## config.mk

```make
export PLATFORM = sky130hd
export DESIGN_NAME = charge_seq
export DESIGN_NICKNAME = d
export VERILOG_FILES = /design/src/design/charge_seq.v /design/src/design/mrst_filter.v /design/src/design/slope_detect.v
export VERILOG_INCLUDE_DIRS = /design/src /design/src/design
export SDC_FILE = /design/constraint.sdc
export NUM_CORES = 1
export LEC_CHECK = 0
export ABC_AREA = 1
export BUFFER_PORTS_ARGS = -buffer_cell sky130_fd_sc_hd__buf_2
export CAP_MARGIN = 20
export CORE_MARGIN = 4
export CORE_UTILIZATION = 44
export CTS_CLUSTER_DIAMETER = 50
export DETAILED_ROUTE_END_ITERATION = 8
export GPL_TIMING_DRIVEN = 0
export HOLD_SLACK_MARGIN = 0.1
export MAX_ROUTING_LAYER = met4
export PLACE_DENSITY = 0.71
export SLEW_MARGIN = 20
export SYNTH_ARGS = -nofsm -noshare
export SYNTH_HDL_FRONTEND = slang
export SYNTH_HIERARCHICAL = 1
export SYNTH_SLANG_ARGS = --single-unit
```

## constraint.sdc

```tcl
create_clock -name mclk -period 3.92 [get_ports mclk]
set_input_delay 0 -clock mclk [delete_from_list [all_inputs] [get_ports mclk]]
set_output_delay 0 -clock mclk [all_outputs]
set_load 0.02 [all_outputs]
```

## src/design/charger_map.vh

```
`ifndef CHARGER_MAP_VH
`define CHARGER_MAP_VH
// clock and time base
`define CLK_HZ 10000000
`define MS_PER_S 1000
`define CYCLE_MS 10'h3E7
// master reset filter
`define MRST_MS 10'h2BC
// power-up discharge series, then presence check
`define PRE_DISCHARGE_DRIVE_SPAN_MS 10'h040
`define PRE_CHECK_MS 10'h064
// polling
`define POLL_PULSE_MS 10'h064
`define POLL_WINDOW_S 14'h000A
// soft start
`define SS_START_MS 10'h0C8
`define SS_FULL_MS 11'h3E8
`define SS_STEP_MS 4'h7
`define SS_SPAN_S 14'h0078
// fast charge cycle layout
`define ACQ_MS 10'h064
`define REST_MS 10'h014
`define DISCHARGE_DRIVE_MS_R0 10'h008
`define DISCHARGE_DRIVE_MS_R1 10'h004
`define DISCHARGE_DRIVE_MS_R2 10'h002
`define DISCHARGE_DRIVE_MS_R3 10'h001
// topping and maintenance pulse intervals in seconds
`define TOP_SPAN_S 14'h1C20
`define TOP_S_R0 8'h28
`define TOP_S_R1 8'h14
`define TOP_S_R2 8'h0A
`define TOP_S_R3 8'h05
`define MAINT_S_R0 8'hA0
`define MAINT_S_R1 8'h50
`define MAINT_S_R2 8'h28
`define MAINT_S_R3 8'h14
// fast charge timer limits in minutes
`define FT_MIN_R0 8'h1E
`define FT_MIN_R1 8'h3C
`define FT_MIN_R2 8'h5A
`define FT_MIN_R3 8'hD2
`define S_PER_MIN 6'h3C
// voltage codes of the converter, 10 bits over 5 V
`define V_0P5 10'h066
`define V_2P0 10'h199
// slope detection
`define SLOPE_MIN_SAMPLES 6'h08
`define FLAT_RUN 3'h3
// register map
`define CTRL_ADDR 12'h000
`define STAT_ADDR 12'h004
`define CTRL_RESTART_BIT 0
`endif

```

## src/design/charge_seq.v

```verilog
`timescale 1ns/1ns
`default_nettype none
`include "charger_map.vh"
module charge_seq #(
   parameter integer MS_CYCLES = `CLK_HZ / `MS_PER_S
) (
   // clock and reset
   input wire mclk,
   input wire rst_n,
   // pins
   input wire master_reset_n,
   input wire rate_select_lo,
   input wire rate_select_hi,
   input wire temp_sense_input,
   input wire temp_sense_input_below_hot,
   input wire [9:0] cell_voltage_sense,
   // drives and indicators
   output reg charge_drive,
   output reg discharge_drive,
   output reg charge_mode_indicator_n,
   output reg poll_fault_indicator_n,
   output reg over_temp_indicator_n,
   // apb slave
   input wire psel,
   input wire penable,
   input wire pwrite,
   input wire [11:0] paddr,
   input wire [31:0] pwdata,
   output reg [31:0] prdata,
   output wire pready,
   output wire pslverr
);
   localparam [3:0] ST_PREDIS = 4'h0;
   localparam [3:0] ST_POLL = 4'h1;
   localparam [3:0] ST_SOFT = 4'h2;
   localparam [3:0] ST_FAST = 4'h3;
   localparam [3:0] ST_TOP = 4'h4;
   localparam [3:0] ST_MAINT = 4'h5;
   localparam [3:0] ST_HALT = 4'h6;
   localparam [13:0] MS_LAST = MS_CYCLES[13:0] - 14'h0001;

   reg [3:0] meta_q;
   reg [3:0] sync_q;
   reg [13:0] presc_q;
   reg [9:0] ms_q;
   reg [3:0] state_q;
   reg [1:0] rate_q;
   reg [13:0] stage_s_q;
   reg [13:0] fast_s_q;
   reg [7:0] int_s_q;
   reg [16:0] acc_q;
   reg pfn_q;
   reg otn_q;
   reg flash_q;
   reg restart_q;
   reg [9:0] discharge_drive_ms;
   reg [7:0] top_s;
   reg [7:0] maint_s;
   reg [7:0] ft_min;
   reg chg_d;
   reg discharge_drive_d;
   wire [3:0] pins;
   wire ms_tick;
   wire sec_tick;
   wire held_reset;
   wire seq_hold;
   wire hot;
   wire low_v;
   wire [9:0] chg_end;
   wire [9:0] discharge_drive_end;
   wire [9:0] acq_start;
   wire [10:0] ss_width;
   wire [13:0] ft_limit;
   wire pulse_sec;
   wire acq_last;
   wire term_peak;
   wire term_flat;
   wire apb_rd;
   wire apb_wr;
   wire mapped;

   // every strap and temperature pin passes two flops; the first stage feeds only the second
   assign pins = {temp_sense_input_below_hot, temp_sense_input,
                  rate_select_hi, rate_select_lo};
   genvar i;
   generate
      for (i = 0; i < 4; i = i + 1) begin : g_sync
         always @(posedge mclk or negedge rst_n) begin
            if (!rst_n) begin
               meta_q[i] <= 1'b0;
               sync_q[i] <= 1'b0;
            end else begin
               meta_q[i] <= pins[i];
               sync_q[i] <= meta_q[i];
            end
         end
      end
   endgenerate

   // millisecond time base from the 10 MHz clock
   always @(posedge mclk or negedge rst_n) begin
      if (!rst_n)
         presc_q <= 14'h0000;
      else if (presc_q == MS_LAST)
         presc_q <= 14'h0000;
      else
         presc_q <= presc_q + 14'h0001;
   end
   assign ms_tick = (presc_q == MS_LAST);
   assign sec_tick = ms_tick && (ms_q == `CYCLE_MS);

   mrst_filter u_mrst (
      .mclk(mclk),
      .rst_n(rst_n),
      .master_reset_n(master_reset_n),
      .ms_tick(ms_tick),
      .held_reset(held_reset)
   );
   assign seq_hold = held_reset | restart_q;

   // per-rate tables; the rate is the captured one, never the live pins
   always @* begin
      case (rate_q)
         2'b00: begin
            discharge_drive_ms = `DISCHARGE_DRIVE_MS_R0;
            top_s = `TOP_S_R0;
            maint_s = `MAINT_S_R0;
            ft_min = `FT_MIN_R0;
         end
         2'b01: begin
            discharge_drive_ms = `DISCHARGE_DRIVE_MS_R1;
            top_s = `TOP_S_R1;
            maint_s = `MAINT_S_R1;
            ft_min = `FT_MIN_R1;
         end
         2'b10: begin
            discharge_drive_ms = `DISCHARGE_DRIVE_MS_R2;
            top_s = `TOP_S_R2;
            maint_s = `MAINT_S_R2;
            ft_min = `FT_MIN_R2;
         end
         default: begin
            discharge_drive_ms = `DISCHARGE_DRIVE_MS_R3;
            top_s = `TOP_S_R3;
            maint_s = `MAINT_S_R3;
            ft_min = `FT_MIN_R3;
         end
      endcase
   end

   // cycle layout: charge, discharge, rest, then acquisition to the end
   assign acq_start = `CYCLE_MS + 10'h001 - `ACQ_MS;
   assign discharge_drive_end = acq_start - `REST_MS;
   assign chg_end = discharge_drive_end - discharge_drive_ms;
   assign ft_limit = ft_min * `S_PER_MIN;
   assign ss_width = `SS_START_MS + stage_s_q[10:0] * `SS_STEP_MS;
   assign pulse_sec = (int_s_q == 8'h00);
   assign acq_last = ms_tick && (ms_q == `CYCLE_MS);
   assign hot = sync_q[2] | sync_q[3];
   assign low_v = (cell_voltage_sense < `V_0P5);

   // drive pattern for the current state and millisecond
   always @* begin
      chg_d = 1'b0;
      discharge_drive_d = 1'b0;
      case (state_q)
         ST_PREDIS:
            discharge_drive_d = (ms_q < `PRE_DISCHARGE_DRIVE_SPAN_MS) && !ms_q[3];
         ST_POLL:
            chg_d = (ms_q < `POLL_PULSE_MS);
         ST_SOFT: begin
            // width grows each second; never a discharge here
            chg_d = ({1'b0, ms_q} < ss_width) ||
                    (ss_width >= `SS_FULL_MS);
         end
         ST_FAST: begin
            chg_d = (ms_q < chg_end);
            discharge_drive_d = (ms_q >= chg_end) && (ms_q < discharge_drive_end);
         end
         ST_TOP, ST_MAINT: begin
            chg_d = pulse_sec && (ms_q < chg_end);
            discharge_drive_d = pulse_sec && (ms_q >= chg_end) &&
                     (ms_q < discharge_drive_end);
         end
         default: begin
            chg_d = 1'b0;
            discharge_drive_d = 1'b0;
         end
      endcase
   end

   // sequencer
   always @(posedge mclk or negedge rst_n) begin
      if (!rst_n) begin
         state_q <= ST_PREDIS;
         ms_q <= 10'h000;
         rate_q <= 2'b00;
         stage_s_q <= 14'h0000;
         fast_s_q <= 14'h0000;
         int_s_q <= 8'h00;
         acc_q <= 17'h00000;
         pfn_q <= 1'b0;
         otn_q <= 1'b0;
         flash_q <= 1'b0;
      end else if (seq_hold) begin
         state_q <= ST_PREDIS;
         ms_q <= 10'h000;
         stage_s_q <= 14'h0000;
         pfn_q <= 1'b0;
         otn_q <= 1'b0;
         flash_q <= 1'b0;
      end else begin
         if (ms_tick)
            ms_q <= (ms_q == `CYCLE_MS) ? 10'h000 : ms_q + 10'h001;
         if (sec_tick)
            flash_q <= ~flash_q;
         // acquisition integrates one reading over the whole window
         if (ms_tick && ms_q == acq_start)
            acq_q_load(cell_voltage_sense);
         else if (ms_tick && ms_q > acq_start)
            acc_q <= acc_q + {7'h00, cell_voltage_sense};
         if (hot && state_q != ST_HALT) begin
            state_q <= ST_HALT;
            otn_q <= 1'b1;
         end else begin
            case (state_q)
               ST_PREDIS: begin
                  // sample the straps only right after a reset
                  rate_q <= {sync_q[0], sync_q[1]};
                  if (ms_tick && ms_q == `PRE_CHECK_MS) begin
                     ms_q <= 10'h000;
                     stage_s_q <= 14'h0000;
                     fast_s_q <= 14'h0000;
                     state_q <= low_v ? ST_POLL : ST_SOFT;
                  end
               end
               ST_POLL: begin
                  if (ms_tick && ms_q == `POLL_PULSE_MS - 10'h001) begin
                     if (cell_voltage_sense < `V_2P0) begin
                        pfn_q <= 1'b0;
                        ms_q <= 10'h000;
                        stage_s_q <= 14'h0000;
                        fast_s_q <= 14'h0000;
                        state_q <= ST_SOFT;
                     end else begin
                        pfn_q <= 1'b1;
                     end
                  end else if (sec_tick) begin
                     stage_s_q <= stage_s_q + 14'h0001;
                     if (stage_s_q == `POLL_WINDOW_S - 14'h0001)
                        state_q <= ST_HALT;
                  end
               end
               ST_SOFT: begin
                  if (sec_tick) begin
                     stage_s_q <= stage_s_q + 14'h0001;
                     fast_s_q <= fast_s_q + 14'h0001;
                     if (stage_s_q == `SS_SPAN_S - 14'h0001)
                        state_q <= ST_FAST;
                  end
               end
               ST_FAST: begin
                  if (sec_tick)
                     fast_s_q <= fast_s_q + 14'h0001;
                  if (ms_tick && !chg_d && !discharge_drive_d && low_v) begin
                     state_q <= ST_HALT;
                     pfn_q <= 1'b1;
                  end else if (term_peak || term_flat ||
                               fast_s_q >= ft_limit) begin
                     state_q <= ST_TOP;
                     stage_s_q <= 14'h0000;
                     int_s_q <= 8'h00;
                     ms_q <= 10'h000;
                  end
               end
               ST_TOP, ST_MAINT: begin
                  if (ms_tick && !chg_d && !discharge_drive_d && low_v) begin
                     state_q <= ST_HALT;
                     pfn_q <= 1'b1;
                  end else if (sec_tick) begin
                     stage_s_q <= stage_s_q + 14'h0001;
                     if (state_q == ST_TOP &&
                         stage_s_q == `TOP_SPAN_S - 14'h0001) begin
                        state_q <= ST_MAINT;
                        int_s_q <= 8'h00;
                     end else if (int_s_q == ((state_q == ST_TOP) ?
                                  top_s : maint_s) - 8'h01) begin
                        int_s_q <= 8'h00;
                     end else begin
                        int_s_q <= int_s_q + 8'h01;
                     end
                  end
               end
               ST_HALT: begin
                  state_q <= ST_HALT;
               end
               default: begin
                  state_q <= ST_HALT;
               end
            endcase
         end
      end
   end

   // loading the first acquisition sample restarts the running sum
   task acq_q_load;
      input [9:0] v;
      begin
         acc_q <= {7'h00, v};
      end
   endtask

   slope_detect u_slope (
      .mclk(mclk),
      .rst_n(rst_n),
      .clear(state_q != ST_FAST),
      .sample_valid(state_q == ST_FAST && acq_last),
      .sample(acc_q + {7'h00, cell_voltage_sense}),
      .term_peak(term_peak),
      .term_flat(term_flat)
   );

   // registered pins; one cycle behind the sequencer, glitch free
   always @(posedge mclk or negedge rst_n) begin
      if (!rst_n) begin
         charge_drive <= 1'b0;
         discharge_drive <= 1'b0;
         charge_mode_indicator_n <= 1'b1;
         poll_fault_indicator_n <= 1'b1;
         over_temp_indicator_n <= 1'b1;
      end else begin
         charge_drive <= chg_d & ~seq_hold & ~hot;
         discharge_drive <= discharge_drive_d & ~seq_hold & ~hot;
         if (state_q == ST_SOFT || state_q == ST_FAST)
            charge_mode_indicator_n <= 1'b0;
         else if (state_q == ST_TOP || state_q == ST_MAINT)
            charge_mode_indicator_n <= flash_q;
         else
            charge_mode_indicator_n <= 1'b1;
         poll_fault_indicator_n <= ~pfn_q;
         over_temp_indicator_n <= ~otn_q;
      end
   end

   // apb slave: zero wait states, unmapped addresses flag an error
   assign mapped = (paddr == `CTRL_ADDR) || (paddr == `STAT_ADDR);
   assign pready = 1'b1;
   assign pslverr = psel & penable & ~mapped;
   assign apb_rd = psel & ~penable & ~pwrite;
   assign apb_wr = psel & penable & pwrite & mapped;

   // a software restart replays the whole power-up sequence
   always @(posedge mclk or negedge rst_n) begin
      if (!rst_n) begin
         restart_q <= 1'b0;
         prdata <= 32'h00000000;
      end else begin
         restart_q <= apb_wr && (paddr == `CTRL_ADDR) &&
                      pwdata[`CTRL_RESTART_BIT];
         if (apb_rd) begin
            if (paddr == `STAT_ADDR)
               prdata <= {2'b00, fast_s_q, 7'h00, flash_q, rate_q,
                          otn_q, pfn_q, state_q};
            else
               prdata <= 32'h00000000;
         end
      end
   end
endmodule
`default_nettype wire

```

## src/design/mrst_filter.v

```verilog
`timescale 1ns/1ns
`default_nettype none
`include "charger_map.vh"
module mrst_filter (
   // clock and reset
   input wire mclk,
   input wire rst_n,
   // pin and time base
   input wire master_reset_n,
   input wire ms_tick,
   // filtered hold
   output reg held_reset
);
   reg meta_q;
   reg sync_q;
   reg [9:0] low_ms_q;

   // two flops before anything looks at the pin
   always @(posedge mclk or negedge rst_n) begin
      if (!rst_n) begin
         meta_q <= 1'b1;
         sync_q <= 1'b1;
      end else begin
         meta_q <= master_reset_n;
         sync_q <= meta_q;
      end
   end

   // short glitches never restart the sequence; hold lasts while low
   always @(posedge mclk or negedge rst_n) begin
      if (!rst_n) begin
         low_ms_q <= 10'h000;
         held_reset <= 1'b0;
      end else if (sync_q) begin
         low_ms_q <= 10'h000;
         held_reset <= 1'b0;
      end else if (ms_tick && !held_reset) begin
         if (low_ms_q == `MRST_MS)
            held_reset <= 1'b1;
         else
            low_ms_q <= low_ms_q + 10'h001;
      end
   end
endmodule
`default_nettype wire

```

## src/design/slope_detect.v

```verilog
`timescale 1ns/1ns
`default_nettype none
`include "charger_map.vh"
module slope_detect (
   // clock and reset
   input wire mclk,
   input wire rst_n,
   // sample stream
   input wire clear,
   input wire sample_valid,
   input wire [16:0] sample,
   // termination flags
   output reg term_peak,
   output reg term_flat
);
   reg [16:0] prev_q;
   reg [5:0] n_q;
   reg signed [17:0] max_q;
   reg [2:0] flat_q;
   wire signed [17:0] slope;
   wire ready;

   assign slope = $signed({1'b0, sample}) - $signed({1'b0, prev_q});
   // the first samples follow the soft start and are not trusted
   assign ready = (n_q >= `SLOPE_MIN_SAMPLES);

   // first derivative tracking, peak of slope and flattening run
   always @(posedge mclk or negedge rst_n) begin
      if (!rst_n) begin
         prev_q <= 17'h00000;
         n_q <= 6'h00;
         max_q <= 18'h00000;
         flat_q <= 3'h0;
         term_peak <= 1'b0;
         term_flat <= 1'b0;
      end else if (clear) begin
         n_q <= 6'h00;
         max_q <= 18'h00000;
         flat_q <= 3'h0;
         term_peak <= 1'b0;
         term_flat <= 1'b0;
      end else if (sample_valid) begin
         prev_q <= sample;
         if (!ready)
            n_q <= n_q + 6'h01;
         if (ready && slope > max_q)
            max_q <= slope;
         // slope fell to half its maximum: inflection passed
         if (ready && max_q > 0 && slope < (max_q >>> 1))
            term_peak <= 1'b1;
         if (ready && slope <= 0) begin
            flat_q <= flat_q + 3'h1;
            if (flat_q == `FLAT_RUN - 3'h1)
               term_flat <= 1'b1;
         end else begin
            flat_q <= 3'h0;
         end
      end
   end
endmodule
`default_nettype wire

```

Word-level counts from Yosys, hierarchy flattened
Cells that the tools add are included.
{"block": "classes", "order_cmp": 16, "n_bitwise": 22, "eq_ne": 48, "addsub": 13, "n_reduce_logical": 68, "muxes": 91, "multipliers": 2}
{"operator": "2-to-1 mux 14 bit", "count": 12}
{"operator": "2-to-1 mux 10 bit", "count": 12}
{"operator": "one-hot mux 14 bit (5 select lines)", "count": 1}
{"operator": "2-to-1 mux 4 bit", "count": 14}
{"operator": "2-to-1 mux 8 bit", "count": 7}
{"operator": "2-to-1 mux 18 bit", "count": 3}
{"operator": "one-hot mux 8 bit (3 select lines)", "count": 2}
{"operator": "adder 14 x 1 -> 14 bit (second input constant)", "count": 3}
{"operator": "one-hot mux 14 bit (3 select lines)", "count": 1}
{"operator": "2-to-1 mux 17 bit", "count": 2}
{"operator": "equality test 10 bit (second input constant)", "count": 3}
{"operator": "less-than comparator 10 x 7 -> 1 bit (second input constant)", "count": 3}
{"operator": "2-to-1 mux 30 bit", "count": 1}
{"operator": "!= test 5 bit (second input constant)", "count": 6}
{"operator": "one-hot mux 10 bit (3 select lines)", "count": 1}
{"operator": "logical AND 1 bit", "count": 23}
{"operator": "nonzero test 2 bit", "count": 11}
{"operator": "2-to-1 mux 1 bit", "count": 21}
{"operator": "AND reduction 7 bit", "count": 3}
{"operator": "adder 10 x 1 -> 10 bit (second input constant)", "count": 2}
{"operator": "equality test 10 x 7 -> 1 bit (second input constant)", "count": 2}
{"operator": "one-hot mux 4 bit (5 select lines)", "count": 1}
{"operator": "greater-than comparator 18 x 1 -> 1 bit (second input constant)", "count": 1}
{"operator": "greater-than comparator 18 bit", "count": 1}
{"operator": "66 further kinds", "count": 124}
{"block": "word_totals", "inputBits": 64, "regBits": 191}

Depth between registers and ports, before layout
Gate-level depths: netlist of run 1.
{"block": "logic_depth", "word_depth": 14, "ltp_mapped": 35}

Modules after synthesis
The synthesis of run 1 kept the hierarchy.
{"mod": "charge_seq", "area_each_um2": 8856.0, "n_inst": 1, "cells_each": 1134}
{"mod": "slope_detect", "area_each_um2": 4147.7, "n_inst": 1, "cells_each": 625}
{"mod": "mrst_filter", "area_each_um2": 765.7, "n_inst": 1, "cells_each": 104}

Least setup slack after synthesis of run 1
OpenSTA, ideal clock, no wires.
{"block": "synth_timing", "path_type": "flip-flop to flip-flop", "from": "register acc_q[2]", "to": "register u_slope.max_q[10]", "stages_incl_launch_ff": 33, "synth_period_minus_slack_ps": 4284, "arrival_time_ps": 4167, "setup_time_ps": 117, "setup_slack_ps": -364, "path_cell_list": "dfrtp_1 -> ha_1 -> nand2_1 -> o21ai_0 -> nand2_1 -> nand2_1 -> nand2_1 -> nand3_1 -> nand2_1 -> a21boi_0 -> xor2_1 -> inv_1 -> ha_1 -> nand2_1 -> inv_1 -> nand2_1 -> nand2_1 -> a21oi_1 -> nand3b_1 -> nand2_1 -> inv_1 -> ha_1 -> nand2_1 -> o21bai_1 -> a21oi_1 -> nor2_1 -> nand4_1 -> nand4_2 -> nand2_4 -> nand2_4 -> buf_6 -> nand2_1 -> nand2_1"}
{"block": "synth_between", "elab_chain_cells": 6, "elab_cells_between_ends": 9}
{"element": "start: declaration", "line": "charge_seq.v:51", "source": "reg [16:0] acc_q;"}
{"element": "start signal: assignment", "line": "charge_seq.v:221", "source": "acc_q <= acc_q + {7'h00, cell_voltage_sense};"}
{"element": "adder 17 x 10 -> 17 bit *", "line": "charge_seq.v:318", "source": ".sample(acc_q + {7'h00, cell_voltage_sense}),"}
{"element": "subtractor 17 x 17 -> 18 bit *", "line": "slope_detect.v:23", "source": "assign slope = $signed({1'b0, sample}) - $signed({1'b0, prev_q});"}
{"element": "greater-than comparator 18 bit", "line": "slope_detect.v:46", "source": "if (ready && slope > max_q)"}
{"element": "logical AND 1 bit", "line": "slope_detect.v:46"}
{"element": "nonzero test 2 bit (no line)"}
{"element": "AND reduction 2 bit (no line)"}
{"element": "end signal: assignment", "line": "slope_detect.v:47", "source": "max_q <= slope;"}
{"element": "end: declaration", "line": "slope_detect.v:18", "source": "reg signed [17:0] max_q;"}
Every way passes the cells marked *; elsewhere a longest branch is shown, timed or not. The select of a mux whose other input is x is not followed.
A chain may end at the register's enable or synchronous reset.

Final worst setup path of run 1
{"block": "layout_timing", "from": "register acc_q[2]", "to": "register u_slope.max_q[5]"}
The elaborated chain is that of the path after synthesis.

==> results of run 1 <==
-- through the flow --
stage	std cells	setup TNS (ns)	utilization [%]	hold slack (ns)	cell area, um^2
after floorplan	1872	-0.900	-	-0.296	13900
after global placement	2328	-43.59	47.7	0.111	14700
after detailed placement	2329	-23.91	47.8	0.0790	14700
after CTS	2405	-9.94	51.6	0.174	15900
after global routing	2429	-23.52	54.3	0.186	16700
final	2429	-10.06	54.3	0.156	16700
-- layer usage --
layer / vias up / track usage, %
met2: 269 / 33.8
met3: 55 / 2.69
met4: 0 / 5.52
li1: 6341 / -
met5: - / -
met1: 5923 / 28.2
-- layout by cell type (no fill, tap or decap), types with 23 or more instances in the layout --
cell type | synthesis | layout
a21oi_1 | 82 | 68
buf_2 | 4 | 63
buf_4 | 13 | 49
dfrtp_1 | 175 | 169
dlygate4sd3_1 | 0 | 23
ha_1 | 130 | 106
inv_1 | 290 | 273
inv_2 | 14 | 26
nand2_1 | 459 | 413
nand2_2 | 14 | 46
nand3_1 | 113 | 106
nand4_1 | 33 | 33
nor2_1 | 149 | 134
nor2_2 | 16 | 26
nor3_1 | 35 | 31
o21ai_0 | 80 | 70
o31ai_1 | 29 | 25
xor2_1 | 40 | 36
-- worst paths after layout --
check	startpoint	end	slack, ns	depth (start not counted)
worst min-delay path	cell_voltage_sense[4]	u_slope/prev_q[4]	0.16	5
worst max-delay path	acc_q[2]	u_slope/max_q[5]	-0.55	30
worst max register to register	acc_q[2]	u_slope/max_q[5]	-0.55	30
max in group asynchronous	rst_n	acc_q[10]	2.85	3
worst min register to register	meta_q[2]	sync_q[2]	0.35	0
min in group asynchronous	rst_n	prdata[20]	0.18	2
-- kinds of logic (layout without fill, tap and decap cells) --
family | count (synthesis) | in the layout | synth area share, %
and+or+nand+nor | 893 | 895 | 29.5
AOI/OAI and AO/OA | 250 | 250 | 10.8
DFF | 180 | 180 | 32.8
other | 2 | 12 | 0.0545
buffers and inverters | 342 | 500 | 9.99
adders and majority gates | 141 | 141 | 13.4
xor gates and xnor gates | 55 | 55 | 3.50
-- power groups by stage --
stage                     clock (mW)  sequential, mW  combinational, mW
final                           1.72            2.15               1.98
after global routing            1.83            2.16               2.22
after floorplan                    0            2.15               1.27
after CTS                       1.76            2.14               1.79
after global placement             0            2.17               1.67
after detailed placement           0            2.17               1.72
-- cell type report --
type                       count  area share, %
antenna                        1         0.0150
buffer                        35           1.39
clock buffer                  19           2.65
clock inverter                13          0.809
inverter                     306           7.04
multi-input combinational   1352           52.5
sequential                   180           27.0
tap                          396           2.97
timing repair buffer         127           5.58
-- state kept, by name, indices dropped and copies added (netlist names), 4 cells and up --
name	cells
u_mrst/low_ms_q	10
presc_q	14
fast_s_q	14
u_slope/max_q	18
meta_q	4
ms_q	10
int_s_q	8
sync_q	4
acc_q	17
u_slope/n_q	6
u_slope/prev_q	17
stage_s_q	14
prdata	22
-- worst register-to-register path, delay by kind of cell (launching register included) --
kind,cells,cell delay [ns]
and+or+nand+nor,20,2.08
adders and majority gates,3,0.98
AOI/OAI and AO/OA,4,0.64
DFF,1,0.41
buffers and inverters,3,0.26
-- timing repair --
action,in CTS,in global routing
endpoints found under the setup margin,55,59
hold endpoints to repair,109,0
hold buffers,23,0
cloned,2,2
setup buffers,19,22
gates resized for setup,56,144
pin swaps,32,76
==> metrics.txt, run 1 <==
Warnings, synthesis=6; row count=64; critical path arrival=roughly 4.8 ns; Port-buffer cells=60; P_int=3.54 mW; Total Power=slightly below 6 mW; cts bufs inserted=17; final hold violations=0; Clock Path Buffers=2; crit path capture type=flop; Iter 0 DRT Violations=863; DRC viols=0; Least-Margin Pin Slew=around 0.73 ns; largest net degree at the start of global routing=92; Synth cell types=57; Post-Syn Area=between 10000 and 15000 um^2; Worst path max stage delay=a little over 0.4 ns; CP required=between 4 and 5 ns; flops & latches, synth=180; proportion of layout cells with a drive suffix above 1=between 20% and 30%; Seq/Total Area, Yosys=about a third; Syn Area/Cell=around 7.4 um^2; metal2 WL=16800 um; status=complete, but fails checks; area leader, netlist=dfrtp_1; Cells after Synth=1863; first-pass GRT wire length=between 50000 and 60000 um; routed len/inst=14.6 um; pre-CTS worst setup slack=-0.723 ns; FF+latch area=between 4000 and 5000 um^2; antenna violations before repair=1; Sink Count=180; Routability Congestion=0.920; Yosys top cell area share=approximately a third; Final #Nets=2224; Worst Clk Skew=~0.018 ns; Leakage=approximately 8 nW; Buf/Inv on CP=3; Post-synth top cells=nand2_1, inv_1, dfrtp_1; Max-slew headroom=51.5%; Vias per Instance=between 5 and 6; vias in the first global route=around 12000; maximum VDD drop=between 0.0003 and 0.0004 V; # H-tree levels=4; Detailed Place HPWL=around 26000 um; max layer used=met4; Post-synth EDFFs=0; total wire length=35400 um; clock power share=just under 30%; area of the die=~34000 um^2; minimum clock period after layout=between 4 and 5 ns; most common cell in the netlist=nand2_1; met1 WL=about 17000 um; Worst-path clk slew=0.08 ns; RSZ-0062 raised after global routing=true; met3 wire len=roughly 1300 um; post-route ant nets=0; CORE AREA=roughly 31000 um^2; Crit-path slowest cell=dfrtp_1; Die Y=between 150 and 200 um; Worst Setup Start Kind=flop; Slew Viols, Final=0; Vias=12600; multi-input logic area=between 8000 and 9000 um^2; Post-synth ARST share=100%; fmax=224 MHz; Initial DRT Pass Iterations=5; sw frac=39.4%; # setup viols final=27; switching pwr=between 2 and 2.5 mW; Crit path max-delay family=simple AND/OR/NAND/NOR gates; CP Max Fanout=7; Root Buffer=clkbuf_16; combinational power share=around 34%; final worst path period share=114%; Starting Density=around 45%; grt total ovfl=0; worst skew pair latency=0.45 ns; Die W=185 um; CP dominant cell by count=nand2_1; Area Growth Syn to Fin=21.3%; Sequential Power Share=approximately 37%; top cells by area, synth=dfrtp_1, nand2_1, ha_1, inv_1, nand3_1; commonest register cell after synthesis=dfrtp_1; failing checks=setup timing; critical setup path kind=reg -> reg; fillers=about 2800; I/O pins=between 100 and 150; final setup margin=-0.554 ns; All-Layer GR Usage=a little over a fifth; PwrDens=around 350 nW/um^2; CTS tree=yes; Hold WC Path Type=in -> reg; max_cap viols=0
(Power assumes the default switching activity.)
==> inputs of run 2 (changes only) <==
--- a/config.mk
+++ b/config.mk
@@ -11,12 +11,13 @@
 export CAP_MARGIN = 20
 export CORE_MARGIN = 4
 export CORE_UTILIZATION = 44
+export CTS_BUF_LIST = sky130_fd_sc_hd__clkbuf_8
 export CTS_CLUSTER_DIAMETER = 50
 export DETAILED_ROUTE_END_ITERATION = 8
 export GPL_TIMING_DRIVEN = 0
 export HOLD_SLACK_MARGIN = 0.1
 export MAX_ROUTING_LAYER = met4
-export PLACE_DENSITY = 0.71
+export PLACE_DENSITY = 0.68
 export SLEW_MARGIN = 20
 export SYNTH_ARGS = -nofsm -noshare
 export SYNTH_HDL_FRONTEND = slang
==> constraint.sdc (replaced) <==
create_clock -name mclk -period 5.5 [get_ports mclk]
set_input_delay 0 -clock mclk [delete_from_list [all_inputs] [get_ports mclk]]
set_output_delay 0 -clock mclk [all_outputs]
set_load 0.02 [all_outputs]
==> run 2 against run 1 <==
The run now ends clean. First-iteration DRC count grew 10%. Power shrank 36%. Highest routed layer unchanged. Non-clock buffer count shrank 40. Combinational power shrank 35%. Hold slack lost 0.0026 ns. Cell area shrank 8.4%. Via count shrank 2.3%. Core utilization shrank 4.6 points. Clock skew grew 0.0047 ns. Sequential share of layout area grew 2.4 points. Routed wire length shrank 3.4%. Largest cell class unchanged. Clock power shrank 46%.
==> metrics.txt, run 2 (synthesized netlist as in run 1, its figures left out) <==
minimum clock period after layout=5.02 ns (+0.543 ns); Hold Path Sink=meta_q[2]; R2R Path End=u_slope/max_q[11]; Port-buffer cells=60 (unchanged); Most flops, register=prdata; status=finished, final reports clean; Hold Crit Start=temp_sense_input; CORE AREA=30700 um^2 (unchanged); CP Max Fanout=10 (+3); most frequent cells in the layout=nand2_1, inv_1, dfrtp_1; crit path capture type=flop; r2r setup slk=0.48 ns (+1.04 ns); PwrDens=244 nW/um^2 (-30%); Detailed Place HPWL=26500 um (+4.1%); Vias per Instance=5.15 (-0.55%); cts bufs inserted=17 (unchanged); vias in the first global route=12300 (+0.55%); grt total ovfl=0 (unchanged); # setup viols final=0 (-100%); Iter 0 DRT Violations=952 (+10%); commonest non-fill, non-tap cell in the layout=nand2_1; Worst path max stage delay=0.40 ns (about the same); CP required=5.94 ns (+1.68 ns); Largest register FFs=22 (unchanged); worst skew pair latency=0.49 ns (+0.04 ns); Max-slew headroom=53.3% (+1.8 points); Initial DRT Pass Iterations=6 (+1); area of the die=34200 um^2 (unchanged); Final #Nets=2182 (-1.9%); final setup margin=0.483 ns (+1.04 ns); Worst-path clk slew=0.11 ns (+0.03 ns); Root Buffer=clkbuf_8; hold path depth=2 (-3); total wire length=34200 um (-3.4%); routed len/inst=14.3 um (-1.7%); TNS Setup=0 ns (+10.06 ns); All-Layer GR Usage=21.5% (+0.46 points); Die W=185 um (unchanged); Slew Viols, Final=0 (unchanged); Crit-path slowest cell=dfrtp_1; Hold WC Path Type=in -> reg; maximum VDD drop=0.000166 V (-51%); post-route ant nets=0 (unchanged); antenna violations before repair=1 (unchanged); Worst Setup Start Kind=flop; proportion of layout cells with a drive suffix above 1=10.9% (-9.4 points); Least-Margin Pin Slew=0.697 ns (-0.0301 ns); critical setup path kind=reg -> reg; Post CTS Setup Buffer Count=0 (-19); Vias=12300 (-2.3%); critical path arrival=5.45 ns (+0.64 ns); DRC viols=0 (unchanged); CP dominant cell by count=nand2_1; R2R depth=32 (+6.7%); # H-tree levels=4 (unchanged); final worst path period share=91.2% (-23 points); Die Y=185 um (unchanged); RSZ-0062 raised after global routing=false; reg2reg start=acc_q[2]; I/O pins=103 (unchanged); pre-CTS worst setup slack=0.377 ns (+1.10 ns); Total Power=3.73 mW (-36%); CTS tree=yes; Clock Path Buffers=2 (unchanged); final hold violations=0 (unchanged); Routability Congestion=0.942 (+2.4%); max_cap viols=0 (unchanged); fmax=199 MHz (-11%); fillers=3064 (+8.5%); Sink Count=180 (unchanged); row count=64 (unchanged); Area Growth Syn to Fin=11.1%; top flop regs=prdata x22, u_slope/max_q x18; largest net degree at the start of global routing=93 (+1.1%); first-pass GRT wire length=59100 um (+1.4%); Leakage=7.83 nW (-4.8%); Worst Clk Skew=0.0230 ns (+0.00471 ns); Starting Density=44.8% (unchanged); antenna fix cells=0 (-1)
## run 2: cell count changes in the layout (fill, tap and decap cells not counted), sizes merged
cell	before	now
buf	124	84
clkbuf	34	31
inv	311	313
diode	1	0
dlygate4sd3	23	24
nand2	482	481
nor2	172	171
## run 2: worst max-delay path by stage
stage	startpoint	endpoint	slack, ns	depth (start not counted)
6_report	acc_q[2]	u_slope/max_q[11]	0.48	32
3_5_place_dp	acc_q[2]	u_slope/max_q[13]	0.38	33
5_1_grt	acc_q[2]	u_slope/max_q[8]	0.01	33
2_1_floorplan	acc_q[2]	u_slope/max_q[10]	1.22	32
4_1_cts	acc_q[2]	u_slope/max_q[8]	0.35	33
3_3_place_gp	acc_q[2]	u_slope/max_q[8]	0.44	33
## run 2: routing by layer
| metal | wire (um) | track usage (%) | vias up |
|---|---|---|---|
| li1 | - | - | 6270 |
| met3 | 1070 | 2.89 | 34 |
| met4 | 427 | 4.64 | 0 |
| met1 | 16300 | 28.3 | 5790 |
| met5 | 0 | - | - |
| met2 | 16400 | 35.6 | 203 |
## run 2: where the power goes
group	internal (mW)	switching [mW]	total [mW]	leakage, nW
registers	1.43	0.0973	1.53	2.26
clock network	0.343	0.584	0.927	0.197
logic	0.414	0.867	1.28	5.38
total	2.19	1.55	3.73	7.83
## run 2: cell type report
class,count,area [um^2],area share [%]
clock inverter,15,158,1.03
timing repair buffer,86,606,3.96
buffer,36,226,1.48
sequential,180,4510,29.5
tap,396,495,3.24
inverter,306,1150,7.51
multi-input combinational,1350,7920,51.8
clock buffer,17,234,1.53
## run 2: through the flow
| stage | instance area, um^2 | instances | hold WS, ns | utilization (%) |
|---|---|---|---|---|
| after global routing | 15300 | 2386 | 0.124 | 49.7 |
| final | 15300 | 2386 | 0.153 | 49.7 |
| after CTS | 15300 | 2386 | 0.110 | 49.7 |
| after global placement | 14600 | 2328 | 0.106 | 47.5 |
| after detailed placement | 14700 | 2330 | 0.0571 | 47.7 |
| after floorplan | 13800 | 1872 | -0.296 | - |
## run 2: repair_timing
action                                 CTS  global route
setup endpoints to repair                0            18
endpoints found under the hold margin  201             0
gates resized for setup                  0             2
hold buffers                            24             0
## run 2: worst max-delay path, delay by kind of cell, from the launching register on
family,cells,cell delay [ns]
compound gates,3,0.72
xor+xnor,1,0.24
fa+ha+maj,3,1.03
buf+inv,4,0.42
flops,1,0.40
simple gates,21,2.15
==> inputs of run 3 (changes only) <==
==> constraint.sdc (replaced) <==
create_clock -name mclk -period 5.5 [get_ports mclk]
set_input_delay 0.275 -clock mclk [delete_from_list [all_inputs] [get_ports mclk]]
set_output_delay 0.275 -clock mclk [all_outputs]
set_load 0.02 [all_outputs]
==> run 3 against run 2 <==
Hold slack lost 0.0065 ns. First-iteration DRC count grew 1.6%. Core utilization shrank 0.42 points. Critical path type unchanged. Power shrank 0.16%. Global-route usage shrank 0.12 points. Sequential cell count is the same. Sequential share of layout area grew 0.25 points. Cell area shrank 0.85%. Die area is the same. Final cell count shrank 0.54%.
==> metrics.txt, run 3 (synthesized netlist as in run 1, its figures left out) <==
crit path capture type=flop; minimum clock period after layout=4.99 ns (-0.0292 ns); # H-tree levels=4 (unchanged); Worst Setup Start Kind=flop; Worst path max stage delay=0.40 ns (about the same); TNS Setup=0 ns (unchanged); met2 Use GR=35.3% (-0.32 points); Iter 0 DRT Violations=967 (+1.6%); Least-Margin Pin Slew=0.697 ns (-0.0000829 ns); Crit path max-delay family=simple AND/OR/NAND/NOR gates; area of the die=34200 um^2 (unchanged); I/O pins=103 (unchanged); Hold WC Path Type=in -> reg; Routability Congestion=0.942 (unchanged); status=finished, final reports clean; routed len/inst=14.3 um (-0.14%); cts bufs inserted=17 (unchanged); Worst Clk Skew=0.0215 ns (-0.00150 ns); fillers=3082 (+0.59%); reg2reg start=acc_q[2]; proportion of layout cells with a drive suffix above 1=10.9% (+0.071 points); Max-slew headroom=53.3% (about the same); Sink Count=180 (unchanged); Leakage=7.78 nW (-0.66%); Initial DRT Pass Iterations=6 (unchanged); grt total ovfl=0 (unchanged); Placed Area=14700 um^2 (unchanged); PwrDens=246 nW/um^2 (+0.69%); Largest register FFs=22 (unchanged); Port-buffer cells=60 (unchanged); RSZ-0062 raised after global routing=false; fin area=15200 um^2 (-0.85%); antenna fix cells=0 (unchanged); Starting Density=44.8% (unchanged); largest net degree at the start of global routing=93 (unchanged); fmax=200 MHz (+0.59%); hold path depth=3 (+1); CORE AREA=30700 um^2 (unchanged); Detailed Place HPWL=26500 um (unchanged); Hold Path Sink=acc_q[3]; Most flops, register=prdata; CP dominant cell by count=nand2_1; Worst-path clk slew=0.11 ns (about the same); Hold Crit Start=cell_voltage_sense[3]; row count=64 (unchanged); max_cap viols=0 (unchanged); vias in the first global route=12200 (-0.49%); final worst path period share=90.7% (-0.53 points); Buf/Inv on CP=4 (unchanged); CP required=5.90 ns (-0.04 ns); gr busiest metal=met2; first-pass GRT wire length=58800 um (-0.50%); maximum VDD drop=0.000166 V (-0.13%); Die Y=185 um (unchanged); Vias=12300 (-0.081%); Final #Nets=2169 (-0.60%); r2r setup slk=0.51 ns (+0.03 ns); Clock Path Buffers=2 (unchanged); M3 GR Usage=2.91% (+0.020 points); All-Layer GR Usage=21.3% (-0.12 points); Die W=185 um (unchanged); # setup viols final=0 (unchanged); Slew Viols, Final=0 (unchanged); antenna violations before repair=1 (unchanged); commonest non-fill, non-tap cell in the layout=nand2_1; CP Max Fanout=10 (unchanged); Root Buffer=clkbuf_8; DRC viols=0 (unchanged); final hold violations=0 (unchanged); total wire length=33900 um (-0.69%); most frequent cells in the layout=nand2_1, inv_1, dfrtp_1; critical path arrival=5.38 ns (-0.07 ns); post-route ant nets=0 (unchanged); GRT met1 Usage=28.2% (-0.10 points); Vias per Instance=5.18 (+0.47%); R2R depth=33 (+3.1%); R2R Path End=u_slope/max_q[9]; Crit-path slowest cell=dfrtp_1; critical setup path kind=reg -> reg; worst skew pair latency=0.49 ns (about the same); Area Growth Syn to Fin=10.1%; CTS tree=yes; top flop regs=prdata x22, u_slope/max_q x18
-- run 3: cell count changes in the layout (fill, tap and decap cells not counted) --
cell           delta
dlygate4sd3_1    -13
-- run 3: final cells by class --
type                            instances  area [um^2]  area share (%)
Inverter                              306         1150            7.57
Buffer                                 36          226            1.49
Sequential cell                       180         4510            29.7
Clock buffer                           17          234            1.54
Tap cell                              396          495            3.27
Clock inverter                         15          158            1.04
Timing Repair Buffer                   73          475            3.14
Multi-Input combinational cell       1350         7920            52.2
-- run 3: routing by layer --
metal  part of all wire [%]  wire, um
met3                    3.8      1280
met5                      0         0
met4                    1.5       500
met2                     48     16200
met1                     47     15900
-- run 3: what timing repair did --
item,in CTS,in global routing
hold buffers,11,0
resized for setup,0,2
endpoints found under the hold margin,91,0
buffers inserted,0,0
endpoints found under the setup margin,0,18
-- run 3: worst max path at each step --
stage	startpoint	endpoint	cells after the start
4_1_cts	acc_q[2]	u_slope/max_q[8]	33
2_1_floorplan	acc_q[2]	u_slope/max_q[10]	32
6_report	acc_q[2]	u_slope/max_q[9]	33
3_3_place_gp	cell_voltage_sense[2]	u_slope/max_q[8]	34
5_1_grt	acc_q[2]	u_slope/max_q[8]	33
3_5_place_dp	cell_voltage_sense[2]	u_slope/max_q[13]	34
-- run 3: worst register-to-register path: cells and delay by family, from the launching register on --
family | cells | cell delay [ns]
AO/OA/AOI/OAI | 3 | 0.70
buffers and inverters | 4 | 0.38
adder cells (fa/ha/maj) | 3 | 1.02
flip-flops | 1 | 0.40
XOR/XNOR | 1 | 0.24
AND/OR/NAND/NOR | 22 | 2.17
-- run 3: metrics by stage --
stage | power [mW] | utilization (%) | setup slack [ns] | instances | hold WS [ns]
final | 3.73 | 49.3 | 0.512 | 2373 | 0.147
after global routing | 4.01 | 49.3 | 0.0105 | 2373 | 0.151
after CTS | 3.76 | 49.3 | 0.353 | 2373 | 0.117
after detailed placement | 2.81 | 47.7 | 0.311 | 2330 | 0.332
after global placement | 2.78 | 47.5 | 0.370 | 2328 | 0.334
after floorplan | 2.44 | - | 1.22 | 1872 | -0.0206
-- run 3: power breakdown --
part,switching (mW),internal [mW]
Sequential,0.0975,1.43
Combinational,0.865,0.409
Clock,0.585,0.343
